$ cat src/hdl/pesd_map.vh
// Register map, field positions, reset values and timing counts
`ifndef PESD_MAP_VH
`define PESD_MAP_VH

// Register byte offsets
`define PESD_OFS_CONTROL 16'h0004
`define PESD_OFS_RUN_STATE 16'h0008
`define PESD_OFS_GLOBAL_EN 16'h0010
`define PESD_OFS_GLOBAL_STATE 16'h0014
`define PESD_OFS_SUB_EN_BASE 16'h0100
`define PESD_OFS_SUB_STATE_BASE 16'h0140

// Peripheral control fields
`define PESD_CTL_FREE_BIT 0
`define PESD_CTL_SOFT_BIT 1
`define PESD_CTL_PEREN_BIT 2
`define PESD_CTL_FREE_RST 1'h1
`define PESD_CTL_SOFT_RST 1'h0
`define PESD_CTL_PEREN_RST 1'h0

// Run state fields
`define PESD_RUN_HALTED_BIT 0
`define PESD_RUN_STOPREQ_BIT 1

// Subblock count: block 0 is the register unit, 1..8 as mapped
`define PESD_NUM_SUB 9

// Clock cycles the clock keeps running after a subblock enters reset
`define PESD_DRAIN_CYCLES 32

`endif

$ cat src/hdl/pesd_blkseq.v
// Reset and clock-gate sequencer for one subblock
`timescale 1ns/1ns
module pesd_blkseq #(
  parameter DRAIN_CYCLES = 32,
  parameter CNT_W = 6
) (
  // Clock and reset
  input wire sys_clk,
  input wire sys_rst,
  // Request: high keeps the subblock running
  input wire enable,
  // Subblock controls and state
  output reg sub_reset,
  output reg clk_run,
  output reg state_on
);
  localparam ST_OFF = 2'h0;
  localparam ST_RUN = 2'h1;
  localparam ST_DRAIN = 2'h2;
  localparam integer LAST_I = DRAIN_CYCLES - 1;
  localparam [CNT_W-1:0] LAST = LAST_I[CNT_W-1:0];

  reg [1:0] state;
  reg [CNT_W-1:0] cnt;

  always @(posedge sys_clk or posedge sys_rst) begin
    if (sys_rst) begin
      state <= ST_OFF;
      cnt <= {CNT_W{1'b0}};
      sub_reset <= 1'b1;
      clk_run <= 1'b0;
      state_on <= 1'b0;
    end else begin
      case (state)
        ST_OFF: begin
          state_on <= 1'b0;
          if (enable) begin
            // Release reset and clock together
            state <= ST_RUN;
            sub_reset <= 1'b0;
            clk_run <= 1'b1;
          end
        end
        ST_RUN: begin
          state_on <= 1'b1;
          if (!enable) begin
            state <= ST_DRAIN;
            sub_reset <= 1'b1;
            cnt <= {CNT_W{1'b0}};
          end
        end
        ST_DRAIN: begin
          if (enable) begin
            // Abandon the drain, clock never stopped
            state <= ST_RUN;
            sub_reset <= 1'b0;
          end else if (cnt == LAST) begin
            state <= ST_OFF;
            clk_run <= 1'b0;
            state_on <= 1'b0;
          end else begin
            cnt <= cnt + {{(CNT_W-1){1'b0}}, 1'b1};
          end
        end
        default: begin
          state <= ST_OFF;
          sub_reset <= 1'b1;
          clk_run <= 1'b0;
          state_on <= 1'b0;
        end
      endcase
    end
  end
endmodule

$ cat src/hdl/pesd_halt.v
// Emulation halt control: free run and graceful stop gating
`timescale 1ns/1ns
module pesd_halt (
  // Clock and reset
  input wire sys_clk,
  input wire sys_rst,
  // Control
  input wire suspend,
  input wire free_run,
  input wire peren,
  // Activity from the subblocks
  input wire rx_pkt_busy,
  input wire tx_pkt_busy,
  input wire dma_pkt_busy,
  input wire rx_buf_full,
  input wire new_pkt_event,
  input wire done_event,
  // Gating outputs
  output reg stop_req,
  output reg halted,
  output reg txn_allow,
  output reg dma_new_pkt_allow,
  output reg tx_new_allow,
  output reg rx_retry,
  output reg cpu_event
);
  // Hard stop is unsupported, so both soft settings give a graceful stop
  wire next_stop = suspend & ~free_run;

  always @(posedge sys_clk or posedge sys_rst) begin
    if (sys_rst) begin
      stop_req <= 1'b0;
      halted <= 1'b0;
      txn_allow <= 1'b0;
      dma_new_pkt_allow <= 1'b0;
      tx_new_allow <= 1'b0;
      rx_retry <= 1'b0;
      cpu_event <= 1'b0;
    end else begin
      stop_req <= next_stop;
      // Halt point only once no packet is moving on either side
      halted <= next_stop & ~rx_pkt_busy & ~tx_pkt_busy
        & ~dma_pkt_busy;
      txn_allow <= peren & ~next_stop;
      // A packet already under way keeps its DMA requests flowing
      dma_new_pkt_allow <= peren & (~next_stop | dma_pkt_busy);
      tx_new_allow <= peren & ~next_stop;
      rx_retry <= next_stop & rx_buf_full;
      cpu_event <= done_event | (new_pkt_event & ~next_stop);
    end
  end
endmodule

$ cat src/hdl/pesd_top.v
// Peripheral enable, shutdown sequencing and emulation halt control
// Contract
// Global enable ORs into reset of every subblock.
// Disabled subblock keeps clock 32 cycles, then clock is gated.
// Status bits read 0 once shutdown and gating finish.
// Enabling releases reset, restarts clock; status reads 1 afterwards.
// Block status is 0 when reset and stopped, 1 when clocking.
// Software ends outgoing packets before clearing global enable.
// Peripheral enable bit 2 at 0 blocks new logical transactions.
// Software waits for DMA to finish before clearing global enable.
// Free-run bit set makes debug suspend ignored.
// Free-run 0 selects by bit 1; graceful only, hard unsupported.
// Graceful halt only after in-progress packets complete.
// DMA finishes current packet requests, none for next packet.
// Register accesses served normally during graceful stop.
// No new events for new packets; completions may still signal.
// Inbound accepts while buffers remain, then physical retries.
// Outbound starts nothing new, finishes buffered packets.
// While disabled, register writes ignored and reads return zero.
// Block enable 0 holds reset and gates clock; 1 enables.
// Blocks 1..8 are load/store, memory access, tx, rx, ports 0..3.
// Re-enable during shutdown count keeps clock and releases reset.
`timescale 1ns/1ns
`include "pesd_map.vh"
module pesd_top #(
  parameter NUM_SUB = `PESD_NUM_SUB,
  parameter DRAIN_CYCLES = `PESD_DRAIN_CYCLES
) (
  // Clock and reset
  input wire sys_clk,
  input wire sys_rst,
  // Wishbone slave
  input wire wb_cyc_i,
  input wire wb_stb_i,
  input wire wb_we_i,
  input wire [15:0] wb_adr_i,
  input wire [3:0] wb_sel_i,
  input wire [31:0] wb_dat_i,
  output reg wb_ack_o,
  output reg [31:0] wb_dat_o,
  // CPU debug suspend
  input wire debug_suspend_request,
  // Subblock activity
  input wire rx_pkt_busy,
  input wire tx_pkt_busy,
  input wire dma_pkt_busy,
  input wire rx_buf_full,
  input wire new_pkt_event,
  input wire done_event,
  // Subblock resets and clock enables, bit n is block n
  output wire [NUM_SUB-1:0] subblock_reset,
  output wire [NUM_SUB-1:0] subblock_clk_en,
  // Logical layer, DMA and link gating
  output wire txn_allow,
  output wire dma_new_pkt_allow,
  output wire tx_new_allow,
  output wire rx_retry,
  output wire cpu_event,
  output wire halted
);
  // Registers
  reg peripheral_global_enable;
  reg [NUM_SUB-1:0] subblock_enable;
  reg ctl_free;
  reg ctl_soft;
  reg ctl_peren;
  reg susp_meta;
  reg susp_sync;

  wire global_enable_state;
  wire [NUM_SUB-1:0] subblock_enable_state;
  wire [NUM_SUB-1:0] seq_reset;
  wire stop_req;

  // Bus decode
  wire bus_req = wb_cyc_i & wb_stb_i & ~wb_ack_o;
  wire bus_wr = bus_req & wb_we_i & wb_sel_i[0];
  // Ends kept at full integer width so a large NUM_SUB cannot wrap
  wire [31:0] sub_en_end = `PESD_OFS_SUB_EN_BASE + (NUM_SUB * 4);
  wire [31:0] sub_st_end = `PESD_OFS_SUB_STATE_BASE + (NUM_SUB * 4);
  wire hit_sub_en = (wb_adr_i >= `PESD_OFS_SUB_EN_BASE)
    && ({16'h0000, wb_adr_i} < sub_en_end) && (wb_adr_i[1:0] == 2'h0);
  wire hit_sub_st = (wb_adr_i >= `PESD_OFS_SUB_STATE_BASE)
    && ({16'h0000, wb_adr_i} < sub_st_end) && (wb_adr_i[1:0] == 2'h0);
  wire [15:0] en_off = wb_adr_i - `PESD_OFS_SUB_EN_BASE;
  wire [15:0] st_off = wb_adr_i - `PESD_OFS_SUB_STATE_BASE;
  wire [3:0] en_idx = en_off[5:2];
  wire [3:0] st_idx = st_off[5:2];

  // Until the peripheral is up only the global enable is reachable;
  // the control registers also need the register unit running.
  wire live_sub = global_enable_state;
  wire live_ctl = global_enable_state
    & subblock_enable_state[0];

  // Debug suspend crosses from the CPU's domain
  always @(posedge sys_clk or posedge sys_rst) begin
    if (sys_rst) begin
      susp_meta <= 1'b0;
      susp_sync <= 1'b0;
    end else begin
      susp_meta <= debug_suspend_request;
      susp_sync <= susp_meta;
    end
  end

  // Register writes, taken on the request edge
  always @(posedge sys_clk or posedge sys_rst) begin
    if (sys_rst) begin
      peripheral_global_enable <= 1'b0;
      subblock_enable <= {NUM_SUB{1'b0}};
      ctl_free <= `PESD_CTL_FREE_RST;
      ctl_soft <= `PESD_CTL_SOFT_RST;
      ctl_peren <= `PESD_CTL_PEREN_RST;
    end else if (bus_wr) begin
      if (wb_adr_i == `PESD_OFS_GLOBAL_EN) begin
        peripheral_global_enable <= wb_dat_i[0];
      end
      if (hit_sub_en && live_sub) begin
        subblock_enable[en_idx] <= wb_dat_i[0];
      end
      // Served the same way whether halted or not
      if ((wb_adr_i == `PESD_OFS_CONTROL) && live_ctl) begin
        ctl_free <= wb_dat_i[`PESD_CTL_FREE_BIT];
        ctl_soft <= wb_dat_i[`PESD_CTL_SOFT_BIT];
        ctl_peren <= wb_dat_i[`PESD_CTL_PEREN_BIT];
      end
    end
  end

  // Read mux
  reg [31:0] next_dat;
  always @* begin
    next_dat = 32'h00000000;
    if (wb_adr_i == `PESD_OFS_GLOBAL_EN) begin
      next_dat[0] = peripheral_global_enable;
    end else if (wb_adr_i == `PESD_OFS_GLOBAL_STATE) begin
      next_dat[0] = global_enable_state & live_sub;
    end else if (hit_sub_en) begin
      next_dat[0] = subblock_enable[en_idx] & live_sub;
    end else if (hit_sub_st) begin
      next_dat[0] = subblock_enable_state[st_idx] & live_sub;
    end else if ((wb_adr_i == `PESD_OFS_CONTROL) && live_ctl) begin
      next_dat[`PESD_CTL_FREE_BIT] = ctl_free;
      next_dat[`PESD_CTL_SOFT_BIT] = ctl_soft;
      next_dat[`PESD_CTL_PEREN_BIT] = ctl_peren;
    end else if ((wb_adr_i == `PESD_OFS_RUN_STATE) && live_ctl) begin
      next_dat[`PESD_RUN_HALTED_BIT] = halted;
      next_dat[`PESD_RUN_STOPREQ_BIT] = stop_req;
    end
  end

  // One-cycle answer; unmapped addresses still ack with zero data
  always @(posedge sys_clk or posedge sys_rst) begin
    if (sys_rst) begin
      wb_ack_o <= 1'b0;
      wb_dat_o <= 32'h00000000;
    end else begin
      wb_ack_o <= bus_req;
      if (bus_req && !wb_we_i) begin
        wb_dat_o <= next_dat;
      end else begin
        wb_dat_o <= 32'h00000000;
      end
    end
  end

  // Whole-peripheral sequencer gives the global state
  pesd_blkseq #(
    .DRAIN_CYCLES(DRAIN_CYCLES),
    .CNT_W(6)
  ) u_global_seq (
    .sys_clk(sys_clk),
    .sys_rst(sys_rst),
    .enable(peripheral_global_enable),
    .sub_reset(),
    .clk_run(),
    .state_on(global_enable_state)
  );

  // Per-subblock sequencers; the global request gates each request,
  // so clearing it walks every running block through its own drain.
  genvar gi;
  generate
    for (gi = 0; gi < NUM_SUB; gi = gi + 1) begin : g_sub
      pesd_blkseq #(
        .DRAIN_CYCLES(DRAIN_CYCLES),
        .CNT_W(6)
      ) u_seq (
        .sys_clk(sys_clk),
        .sys_rst(sys_rst),
        .enable(peripheral_global_enable
          & subblock_enable[gi]),
        .sub_reset(seq_reset[gi]),
        .clk_run(subblock_clk_en[gi]),
        .state_on(subblock_enable_state[gi])
      );
    end
  endgenerate

  // Sequencer reset flops already include the global term
  assign subblock_reset = seq_reset;

  pesd_halt u_halt (
    .sys_clk(sys_clk),
    .sys_rst(sys_rst),
    .suspend(susp_sync),
    .free_run(ctl_free),
    .peren(ctl_peren & global_enable_state),
    .rx_pkt_busy(rx_pkt_busy),
    .tx_pkt_busy(tx_pkt_busy),
    .dma_pkt_busy(dma_pkt_busy),
    .rx_buf_full(rx_buf_full),
    .new_pkt_event(new_pkt_event),
    .done_event(done_event),
    .stop_req(stop_req),
    .halted(halted),
    .txn_allow(txn_allow),
    .dma_new_pkt_allow(dma_new_pkt_allow),
    .tx_new_allow(tx_new_allow),
    .rx_retry(rx_retry),
    .cpu_event(cpu_event)
  );
endmodule

$ cat config.mk
export PLATFORM = sky130hd
export DESIGN_NAME = pesd_top
export DESIGN_NICKNAME = d
export VERILOG_FILES = /design/src/hdl/pesd_blkseq.v /design/src/hdl/pesd_halt.v /design/src/hdl/pesd_top.v
export VERILOG_INCLUDE_DIRS = /design/src /design/src/hdl
export SDC_FILE = /design/constraint.sdc
export NUM_CORES = 1
export LEC_CHECK = 0
export BUFFER_PORTS_ARGS = -buffer_cell sky130_fd_sc_hd__buf_2
export CORE_MARGIN = 5
export CORE_UTILIZATION = 40
export DETAILED_ROUTE_END_ITERATION = 8
export GPL_TIMING_DRIVEN = 0
export SYNTH_ARGS = -nofsm -noshare
export SYNTH_HDL_FRONTEND = slang
export SYNTH_HIERARCHICAL = 1
export SYNTH_SLANG_ARGS = --single-unit
$ cat constraint.sdc
create_clock -name sys_clk -period 2.1 [get_ports sys_clk]
set_input_delay 0.42 -clock sys_clk [delete_from_list [all_inputs] [get_ports sys_clk]]
set_output_delay 0.42 -clock sys_clk [all_outputs]
set_load 0.005 [all_outputs]
==> impl_metrics.toml, run 1 <==
[setup_path]
slowest_delay_ns = 0.69
ff2ff_setup_slack_ns = 0.10
path_cells = "nor4bb_1, nand4_1, mux2_1"
end_kind = "flip-flop"
cp.arrival_ns = 2.30
crit_slowest_cell = "nor4bb_1"
startpoint_type = "flip-flop"
cp.required_ns = 2.40
setup.worst_path.class = "flip-flop to flip-flop"
r2r-start = "u_global_seq/state_on$_DFFE_PP0P_"
worst-path-buf-inv = 0
cp_top_family = "simple AND/OR/NAND/NOR gates"
cp-startpoint = "u_global_seq/state_on$_DFFE_PP0P_"
path_max_fanout = 8

[synth]
syn_area_mm2 = 0.00816
avgSynthCellArea_um2 = 9.46
yosys_warnings = 6
netlist_instances = 863

[placed_design]
post-place-ws_ns = 0.0265
hpwl_mm = 13.7
port_buffers = 58
gp_congestion = 0.836

[pwr]
clockPowerShare_pct = 50.6
p_switching_uw = 1340
comb_power_share_pct = 3.8
ir_worst_vdd_mv = 0.543
pwr_density_cell_mw_per_mm2 = 597
power_frac_seq_pct = 45.6
power.internal_uw = 4300
p_leak_uw = 0.00454
sw_frac_of_total_pct = 23.8

[floorplanning]
dieArea_mm2 = 0.0234
pin_count = 121
die_y_um = 153
initial_core_util_pct = 40.5
rows = 52
dieWidth_um = 153
core_area_mm2 = 0.0202

[cts]
cts.hold.buffers_added = 0
cts_tree = "built"
cts_htree_levels = 4
cts_buffer_depth = 2
path_clk_slew_ns = 0.06
postCtsSetupRepairBufs = 0
cts.sinks = 133
post_cts_resized = 0
cts_buffers = 17
clkLatencyLatePin_ns = 0.42
cts_root_buf = "clkbuf_16"

[detailed_routing]
drt_iter0_markers = 388
vias = 6748
postRouteAntennaNets = 0
routed_wl_mm = 19.0
vias_per_cell = 5.40
drtPass1Iterations = 5
remaining_drc_errors = 0
routedWlPerCell_um = 15.2

[grt]
grtUsageMet3_pct = 4.38
grt_pass1_wl_mm = 32.2
grt_use_met2_pct = 24.4
grt_pass1_vias = 6330
grtUsageMet1_pct = 23.9
grt_max_degree = 20
busiest_layer = "met2"
grt_util_all_layers_pct = 16.3
overflow = 0
antenna_found_initial = 0

[sta]
setup_viol = 0
fin_ws_ns = 0.104
rsz0062_at_grt = "false"
relSlewSlack_pct = 48.3
fin_skew_ns = 0.00992
setup_tns_ns = 0
worst_pin_slew_ns = 0.775
finalHoldViolCount = 0
fin_crit_sh_pct = 95.0
slew_violations = 0
fmax_mhz = 501
period_needed_ns = 2.00

[final_layout]
final_common_cell = "dfrtp_1"
final_cell_mix = "123 x dfrtp_1, 101 x buf_2, 65 x inv_1, 58 x a21oi_1, 44 x nand3_1"
antenna-diode-count = 0
nets = 1041
drive_above_1_share_pct = 21.9
syn_to_final_growth_pct = 15.9

[min_path]
hp-class = "input pin to async pin"

[run]
maxCapViolations = 0

[outcome]
status = "finished clean"
## state kept, by name, summed over array words and instances (netlist names), 2 cells and up
signal and count:
g_sub.u_seq/clk_run 9, g_sub.u_seq/cnt 54, g_sub.u_seq/state 18, g_sub.u_seq/state_on 9, g_sub.u_seq/sub_reset 9, subblock_enable 9, u_global_seq/cnt 6, u_global_seq/state 2
wb_dat_o 3
## layer usage
layer | routed length [µm] | vias up
met5 | 0 | -
met4 | 195 | 0
met3 | 833 | 10
met2 | 8530 | 134
met1 | 9460 | 3216
li1 | - | 3388
## power groups by stage
stage / Clock [µW] / Combinational, µW / Sequential [µW]
after floorplan: 0 / 134 / 2620
after global placement: 0 / 216 / 2620
after detailed placement: 0 / 217 / 2620
after CTS: 2950 / 218 / 2570
after global routing: 3080 / 244 / 2570
final: 2860 / 213 / 2570
## final cells by class
cell class,count,area (µm²)
multi-input combinational,607,4180
fill,1947,10700
buffer,85,493
timing repair buffer,58,290
clock inverter,15,144
clock buffer,17,425
inverter,65,244
tap,270,338
sequential,133,3340
## final timing paths
path / cells after the start / to
worst max-delay path: 3 / ctl_soft$_DFFE_PP0P_
worst max register to register: 3 / ctl_soft$_DFFE_PP0P_
max in group asynchronous: 2 / subblock_enable[0]$_DFFE_PP0P_
worst min register to register: 0 / susp_sync$_DFF_PP0_
worst min-delay path: 2 / u_halt/halted$_DFF_PP0_
min in group sys_clk: 1 / susp_meta$_DFF_PP0_
## through the flow
step / cells / hold slack [ns] / util [%] / area, µm² / power (µW)
3_5_place_dp: 1219 / 0.340 / 44.1 / 8890 / 2840
3_3_place_gp: 1219 / 0.334 / 44.1 / 8890 / 2840
4_1_cts: 1251 / 0.0768 / 46.9 / 9460 / 5740
6_report: 1250 / 0.0836 / 46.9 / 9460 / 5640
2_1_floorplan: 891 / 0.211 / - / 8270 / 2750
5_1_grt: 1250 / 0.0865 / 46.9 / 9460 / 5900
## worst reg2reg max path, delay by kind of cell, from the launching register on
family / cells / cell delay, ns
mux: 1 / 0.37
flops: 1 / 0.52
simple gates: 2 / 0.99
Note: power is estimated with default switching activity, not from simulation.
==> inputs of run 2 (changes only) <==
--- a/config.mk
+++ b/config.mk
@@ -7,10 +7,13 @@
 export NUM_CORES = 1
 export LEC_CHECK = 0
 export BUFFER_PORTS_ARGS = -buffer_cell sky130_fd_sc_hd__buf_2
+export CELL_PAD_IN_SITES_DETAIL_PLACEMENT = 0
+export CELL_PAD_IN_SITES_GLOBAL_PLACEMENT = 2
 export CORE_MARGIN = 5
-export CORE_UTILIZATION = 40
+export CORE_UTILIZATION = 36
 export DETAILED_ROUTE_END_ITERATION = 8
 export GPL_TIMING_DRIVEN = 0
+export PLACE_DENSITY_LB_ADDON = 0.1
 export SYNTH_ARGS = -nofsm -noshare
 export SYNTH_HDL_FRONTEND = slang
 export SYNTH_HIERARCHICAL = 1
==> run 2 against run 1 <==
Effect of this change:
- setup slack better by 0.15 ns
- total power grew 0.88%
- highest routed layer is now met5
- sequential power barely moved
- fmax grew 7.9%
==> impl_metrics.toml, run 2 (synthesis gave the netlist of run 1 again) <==
[outcome]
status = "finished clean"

[placed_design]
port_buffers = 58
hpwl_mm = 14.7
gp_congestion = 0.778
post-place-ws_ns = 0.0103

[sta]
relSlewSlack_pct = 48.7
rsz0062_at_grt = "false"
fin_skew_ns = 0.00877
fin_ws_ns = 0.251
whs_ns = 0.108
fmax_mhz = 541
finalHoldViolCount = 0
worst_pin_slew_ns = 0.769
fin_crit_sh_pct = 88.1
period_needed_ns = 1.85
slew_violations = 0
setup_viol = 0

[run]
maxCapViolations = 0

[cts]
path_clk_slew_ns = 0.07
cts.sinks = 133
cts_buffers = 17
cts_root_buf = "clkbuf_16"
cts_htree_levels = 4
cts.hold.buffers_added = 0
cts_tree = "built"
clkLatencyLatePin_ns = 0.42
cts_buffer_depth = 2

[detailed_routing]
remaining_drc_errors = 0
vias = 6756
vias_per_cell = 5.34
drt_iter0_markers = 394
postRouteAntennaNets = 0
routed_wl_mm = 20.8
drtPass1Iterations = 4
routedWlPerCell_um = 16.4

[setup_path]
setup.worst_path.class = "flip-flop to flip-flop"
startpoint_type = "flip-flop"
path_max_fanout = 13
slowest_delay_ns = 0.58
crit_slowest_cell = "dfrtp_1"
path_cells = "and2_1, buf_2, nor2_1, a22o_1, a221o_1"
cp.required_ns = 2.40
end_kind = "flip-flop"
cp.arrival_ns = 2.15

[grt]
overflow = 0
antenna_found_initial = 2
grt_util_all_layers_pct = 16.4
grt_max_degree = 20
grt_pass1_wl_mm = 35.2
grt_pass1_vias = 6660

[final_layout]
syn_to_final_growth_pct = 16.2
drive_above_1_share_pct = 21.9
nets = 1041
largest_register = "g_sub.u_seq/cnt"
final_cell_mix = "123 x dfrtp_1, 101 x buf_2, 65 x inv_1, 58 x a21oi_1, 44 x nand3_1"
final_common_cell = "dfrtp_1"
largestRegisters = "g_sub.u_seq/cnt x54, g_sub.u_seq/state x18"
fillers = 2231
antenna-diode-count = 0
largest_reg_flops = 54

[pwr]
sw_frac_of_total_pct = 24.1
pwr_density_cell_mw_per_mm2 = 600
power.internal_uw = 4320
comb_power_share_pct = 3.8
ir_worst_vdd_mv = 0.420
p_leak_uw = 0.00453
power_frac_seq_pct = 45.2
p_switching_uw = 1370
clockPowerShare_pct = 51.0

[floorplanning]
core_area_mm2 = 0.0225
rows = 55
dieArea_mm2 = 0.0258
die_y_um = 161
pin_count = 121
dieWidth_um = 161
initial_core_util_pct = 36.3

[min_path]
hp-class = "input pin to async pin"
run 2: layer usage:
layer  vias up  GRT usage, %  routed length [µm]  share of wire (%)
li1       3383             -                   -                  -
met1      3239          23.4               10400                 50
met2       111          24.8                9280                 45
met3        19          4.39                 918                4.4
met4         4          4.07                 181               0.87
met5         -             0                  19              0.091
run 2: area by class of cell:
type | count | area (µm²) | share of cell area [%]
Tap cell | 285 | 357 | 3.76
Timing Repair Buffer | 58 | 290 | 3.06
Inverter | 65 | 244 | 2.57
Clock buffer | 19 | 443 | 4.67
Clock inverter | 13 | 128 | 1.35
Sequential cell | 133 | 3340 | 35.2
Buffer | 85 | 493 | 5.20
Multi-Input combinational cell | 607 | 4190 | 44.2
run 2: critical path, delay by kind of cell (launching register included):
family                 cells  cell delay (ns)
AO/OA/AOI/OAI              2             0.52
buffers and inverters      1             0.25
flip-flops                 1             0.58
AND/OR/NAND/NOR            2             0.38
run 2: worst paths after layout:
check,endpoint,slack (ns),cells after the start,startpoint
worst min register to register,susp_sync$_DFF_PP0_,0.35,0,susp_meta$_DFF_PP0_
worst min-delay path,u_halt/stop_req$_DFF_PP0_,0.11,2,sys_rst
max in group asynchronous,wb_dat_o[0]$_DFF_PP0_,1.29,2,sys_rst
min in group sys_clk,susp_meta$_DFF_PP0_,0.13,1,debug_suspend_request
worst max register to register,g_sub[4].u_seq/cnt[2]$_DFFE_PP0P_,0.25,5,peripheral_global_enable$_DFFE_PP0P_
worst max-delay path,g_sub[4].u_seq/cnt[2]$_DFFE_PP0P_,0.25,5,peripheral_global_enable$_DFFE_PP0P_
run 2: power groups by stage:
stage          clock [µW]  sequential [µW]  combinational, µW
2_1_floorplan           0             2620                134
3_3_place_gp            0             2620                219
3_5_place_dp            0             2620                218
4_1_cts              3020             2570                219
5_1_grt              3140             2570                245
6_report             2910             2570                214
run 2: timing repair:
item	in CTS	in global routing
endpoints found under the setup margin	0	8
buffers inserted	0	0
resized for setup	0	1
endpoints found under the hold margin	0	0
run 2: metrics by stage:
step / std cells / TNS (ns) / util [%] / power, µW / cell area, µm²
global placement: 1234 / -0.00249 / 39.6 / 2840 / 8910
floorplan: 891 / 0 / - / 2750 / 8270
global route: 1265 / 0 / 42.2 / 5960 / 9490
detailed placement: 1234 / 0 / 39.6 / 2840 / 8910
CTS: 1266 / 0 / 42.1 / 5810 / 9480
finish: 1265 / 0 / 42.2 / 5690 / 9490
==> inputs of run 3 (changes only) <==
--- a/config.mk
+++ b/config.mk
@@ -6,11 +6,12 @@
 export SDC_FILE = /design/constraint.sdc
 export NUM_CORES = 1
 export LEC_CHECK = 0
+export ABC_AREA = 1
 export BUFFER_PORTS_ARGS = -buffer_cell sky130_fd_sc_hd__buf_2
 export CELL_PAD_IN_SITES_DETAIL_PLACEMENT = 0
 export CELL_PAD_IN_SITES_GLOBAL_PLACEMENT = 2
 export CORE_MARGIN = 5
-export CORE_UTILIZATION = 36
+export CORE_UTILIZATION = 33
 export DETAILED_ROUTE_END_ITERATION = 8
 export GPL_TIMING_DRIVEN = 0
 export PLACE_DENSITY_LB_ADDON = 0.1
==> run 3 against run 2 <==
Effect of this change:
- global-route usage fell by 2.6 points
- core utilization fell by 3.2 points
- register-to-register slack better by 0.16 ns
- critical path depth grew 3
- via count is 2.3% lower
==> impl_metrics.toml, run 3 <==
[detailed_routing]
drt_iter0_markers = 309
topRoutingLayerUsed = "met4"
wl_met3_um = 603
routed_wl_mm = 18.5
remaining_drc_errors = 0
routedWlPerCell_um = 12.0
wl_met2_mm = 8.17
drtPass1Iterations = 4
met1_length_mm = 9.49
postRouteAntennaNets = 0
vias_per_cell = 4.28
vias = 6601

[pwr]
pwr_density_cell_mw_per_mm2 = 622
p_leak_uw = 0.00520
ir_worst_vdd_mv = 0.351
total_power_uw = 5840

[placed_design]
hpwl_mm = 14.1
post-place-ws_ns = -0.0708
port_buffers = 58
gp_congestion = 0.763

[cts]
cts_root_buf = "clkbuf_16"
cts_buffer_depth = 2
cts.hold.buffers_added = 0
postCtsSetupRepairBufs = 0
path_clk_slew_ns = 0.06
cts.sinks = 133
post_cts_resized = 0
cts_htree_levels = 4
clkLatencyLatePin_ns = 0.42
cts_buffers = 17
cts_tree = "built"

[sta]
fin_skew_ns = 0.0114
worst_pin_slew_ns = 0.879
fmax_mhz = 581
period_needed_ns = 1.72
relSlewSlack_pct = 41.3
fin_crit_sh_pct = 81.9
fin_ws_ns = 0.380
setup_tns_ns = 0
rsz0062_at_grt = "false"
slew_violations = 0
finalHoldViolCount = 0
setup_viol = 0

[synth]
yosys_warnings = 6
syn_area_mm2 = 0.00800
netlist_instances = 1102
avgSynthCellArea_um2 = 7.26

[grt]
grt_pass1_vias = 6358
grt_pass1_wl_mm = 31.6
grt_max_degree = 20
overflow = 0
grt_util_all_layers_pct = 13.8
antenna_found_initial = 0

[floorplanning]
rows = 57
core_area_mm2 = 0.0241
dieWidth_um = 166
initial_core_util_pct = 33.2
dieArea_mm2 = 0.0275
die_y_um = 166
pin_count = 121

[final_layout]
syn_to_final_growth_pct = 17.5
final_common_cell = "nand2_1"
largestRegisters = "g_sub.u_seq/cnt x54, g_sub.u_seq/state x18"
final_cell_mix = "402 x nand2_1, 123 x dfrtp_1, 121 x inv_1, 108 x nor2_1, 77 x nand3_1"
antenna-diode-count = 0
largest_register = "g_sub.u_seq/cnt"
drive_above_1_share_pct = 19.8
nets = 1281
largest_reg_flops = 54

[min_path]
hp-class = "input pin to async pin"

[setup_path]
setup.worst_path.class = "input pin to flip-flop"
crit_slowest_cell = "mux2_2"
slowest_delay_ns = 0.31
path_cells = "buf_2, nor2_1, nand2_1, nor2_2, nand2_1, nor2_2, nand4_2, mux2_2"
cp.arrival_ns = 2.02
path_max_fanout = 5
cp.required_ns = 2.40
startpoint_type = "input pin"
end_kind = "flip-flop"

[run]
maxCapViolations = 0

[outcome]
status = "finished clean"
==> run 3: worst max-delay path, delay by kind of cell <==
family / cells / cell delay [ns]
AND/OR/NAND/NOR: 6 / 1.20
multiplexers: 1 / 0.31
buffers and inverters: 1 / 0.09
==> run 3: routing by layer <==
layer	vias up	global-route usage (%)
met5	-	0
met4	0	3.66
met3	21	3.27
li1	3573	-
met2	92	21.1
met1	2915	19.6
==> run 3: area by class of cell <==
class	count	area, µm²
Clock inverter	9	128
Multi-Input combinational cell	781	3830
Fill cell	2596	14700
Buffer	33	245
Timing Repair Buffer	58	290
Tap cell	324	405
Sequential cell	133	3340
Clock buffer	23	468
Inverter	183	687
==> run 3: power breakdown <==
group / switching [µW] / internal (µW)
sequential: 4.54 / 2570
clock: 1130 / 1930
combinational: 138 / 71.8
==> run 3: path summary, 6_finish.rpt <==
check | to | cells after the start | from | slack, ns
max in group asynchronous | subblock_enable[2]$_DFFE_PP0P_ | 2 | sys_rst | 1.19
worst min-delay path | u_halt/dma_new_pkt_allow$_DFF_PP0_ | 2 | sys_rst | 0.08
worst max register to register | g_sub[0].u_seq/clk_run$_DFFE_PP0P_ | 10 | peripheral_global_enable$_DFFE_PP0P_ | 0.41
worst min register to register | susp_sync$_DFF_PP0_ | 0 | susp_meta$_DFF_PP0_ | 0.36
worst max-delay path | ctl_soft$_DFFE_PP0P_ | 8 | wb_adr_i[15] | 0.38
min in group sys_clk | susp_meta$_DFF_PP0_ | 1 | debug_suspend_request | 0.11
==> run 3: through the flow <==
stage | util, % | hold slack (ns) | std cells | instance area [µm²]
6_report | 39.0 | 0.0794 | 1544 | 9400
2_1_floorplan | - | 0.211 | 1130 | 8110
4_1_cts | 39.0 | 0.0815 | 1544 | 9400
3_3_place_gp | 36.5 | 0.343 | 1512 | 8800
5_1_grt | 39.0 | 0.0902 | 1544 | 9400
3_5_place_dp | 36.5 | 0.347 | 1512 | 8800
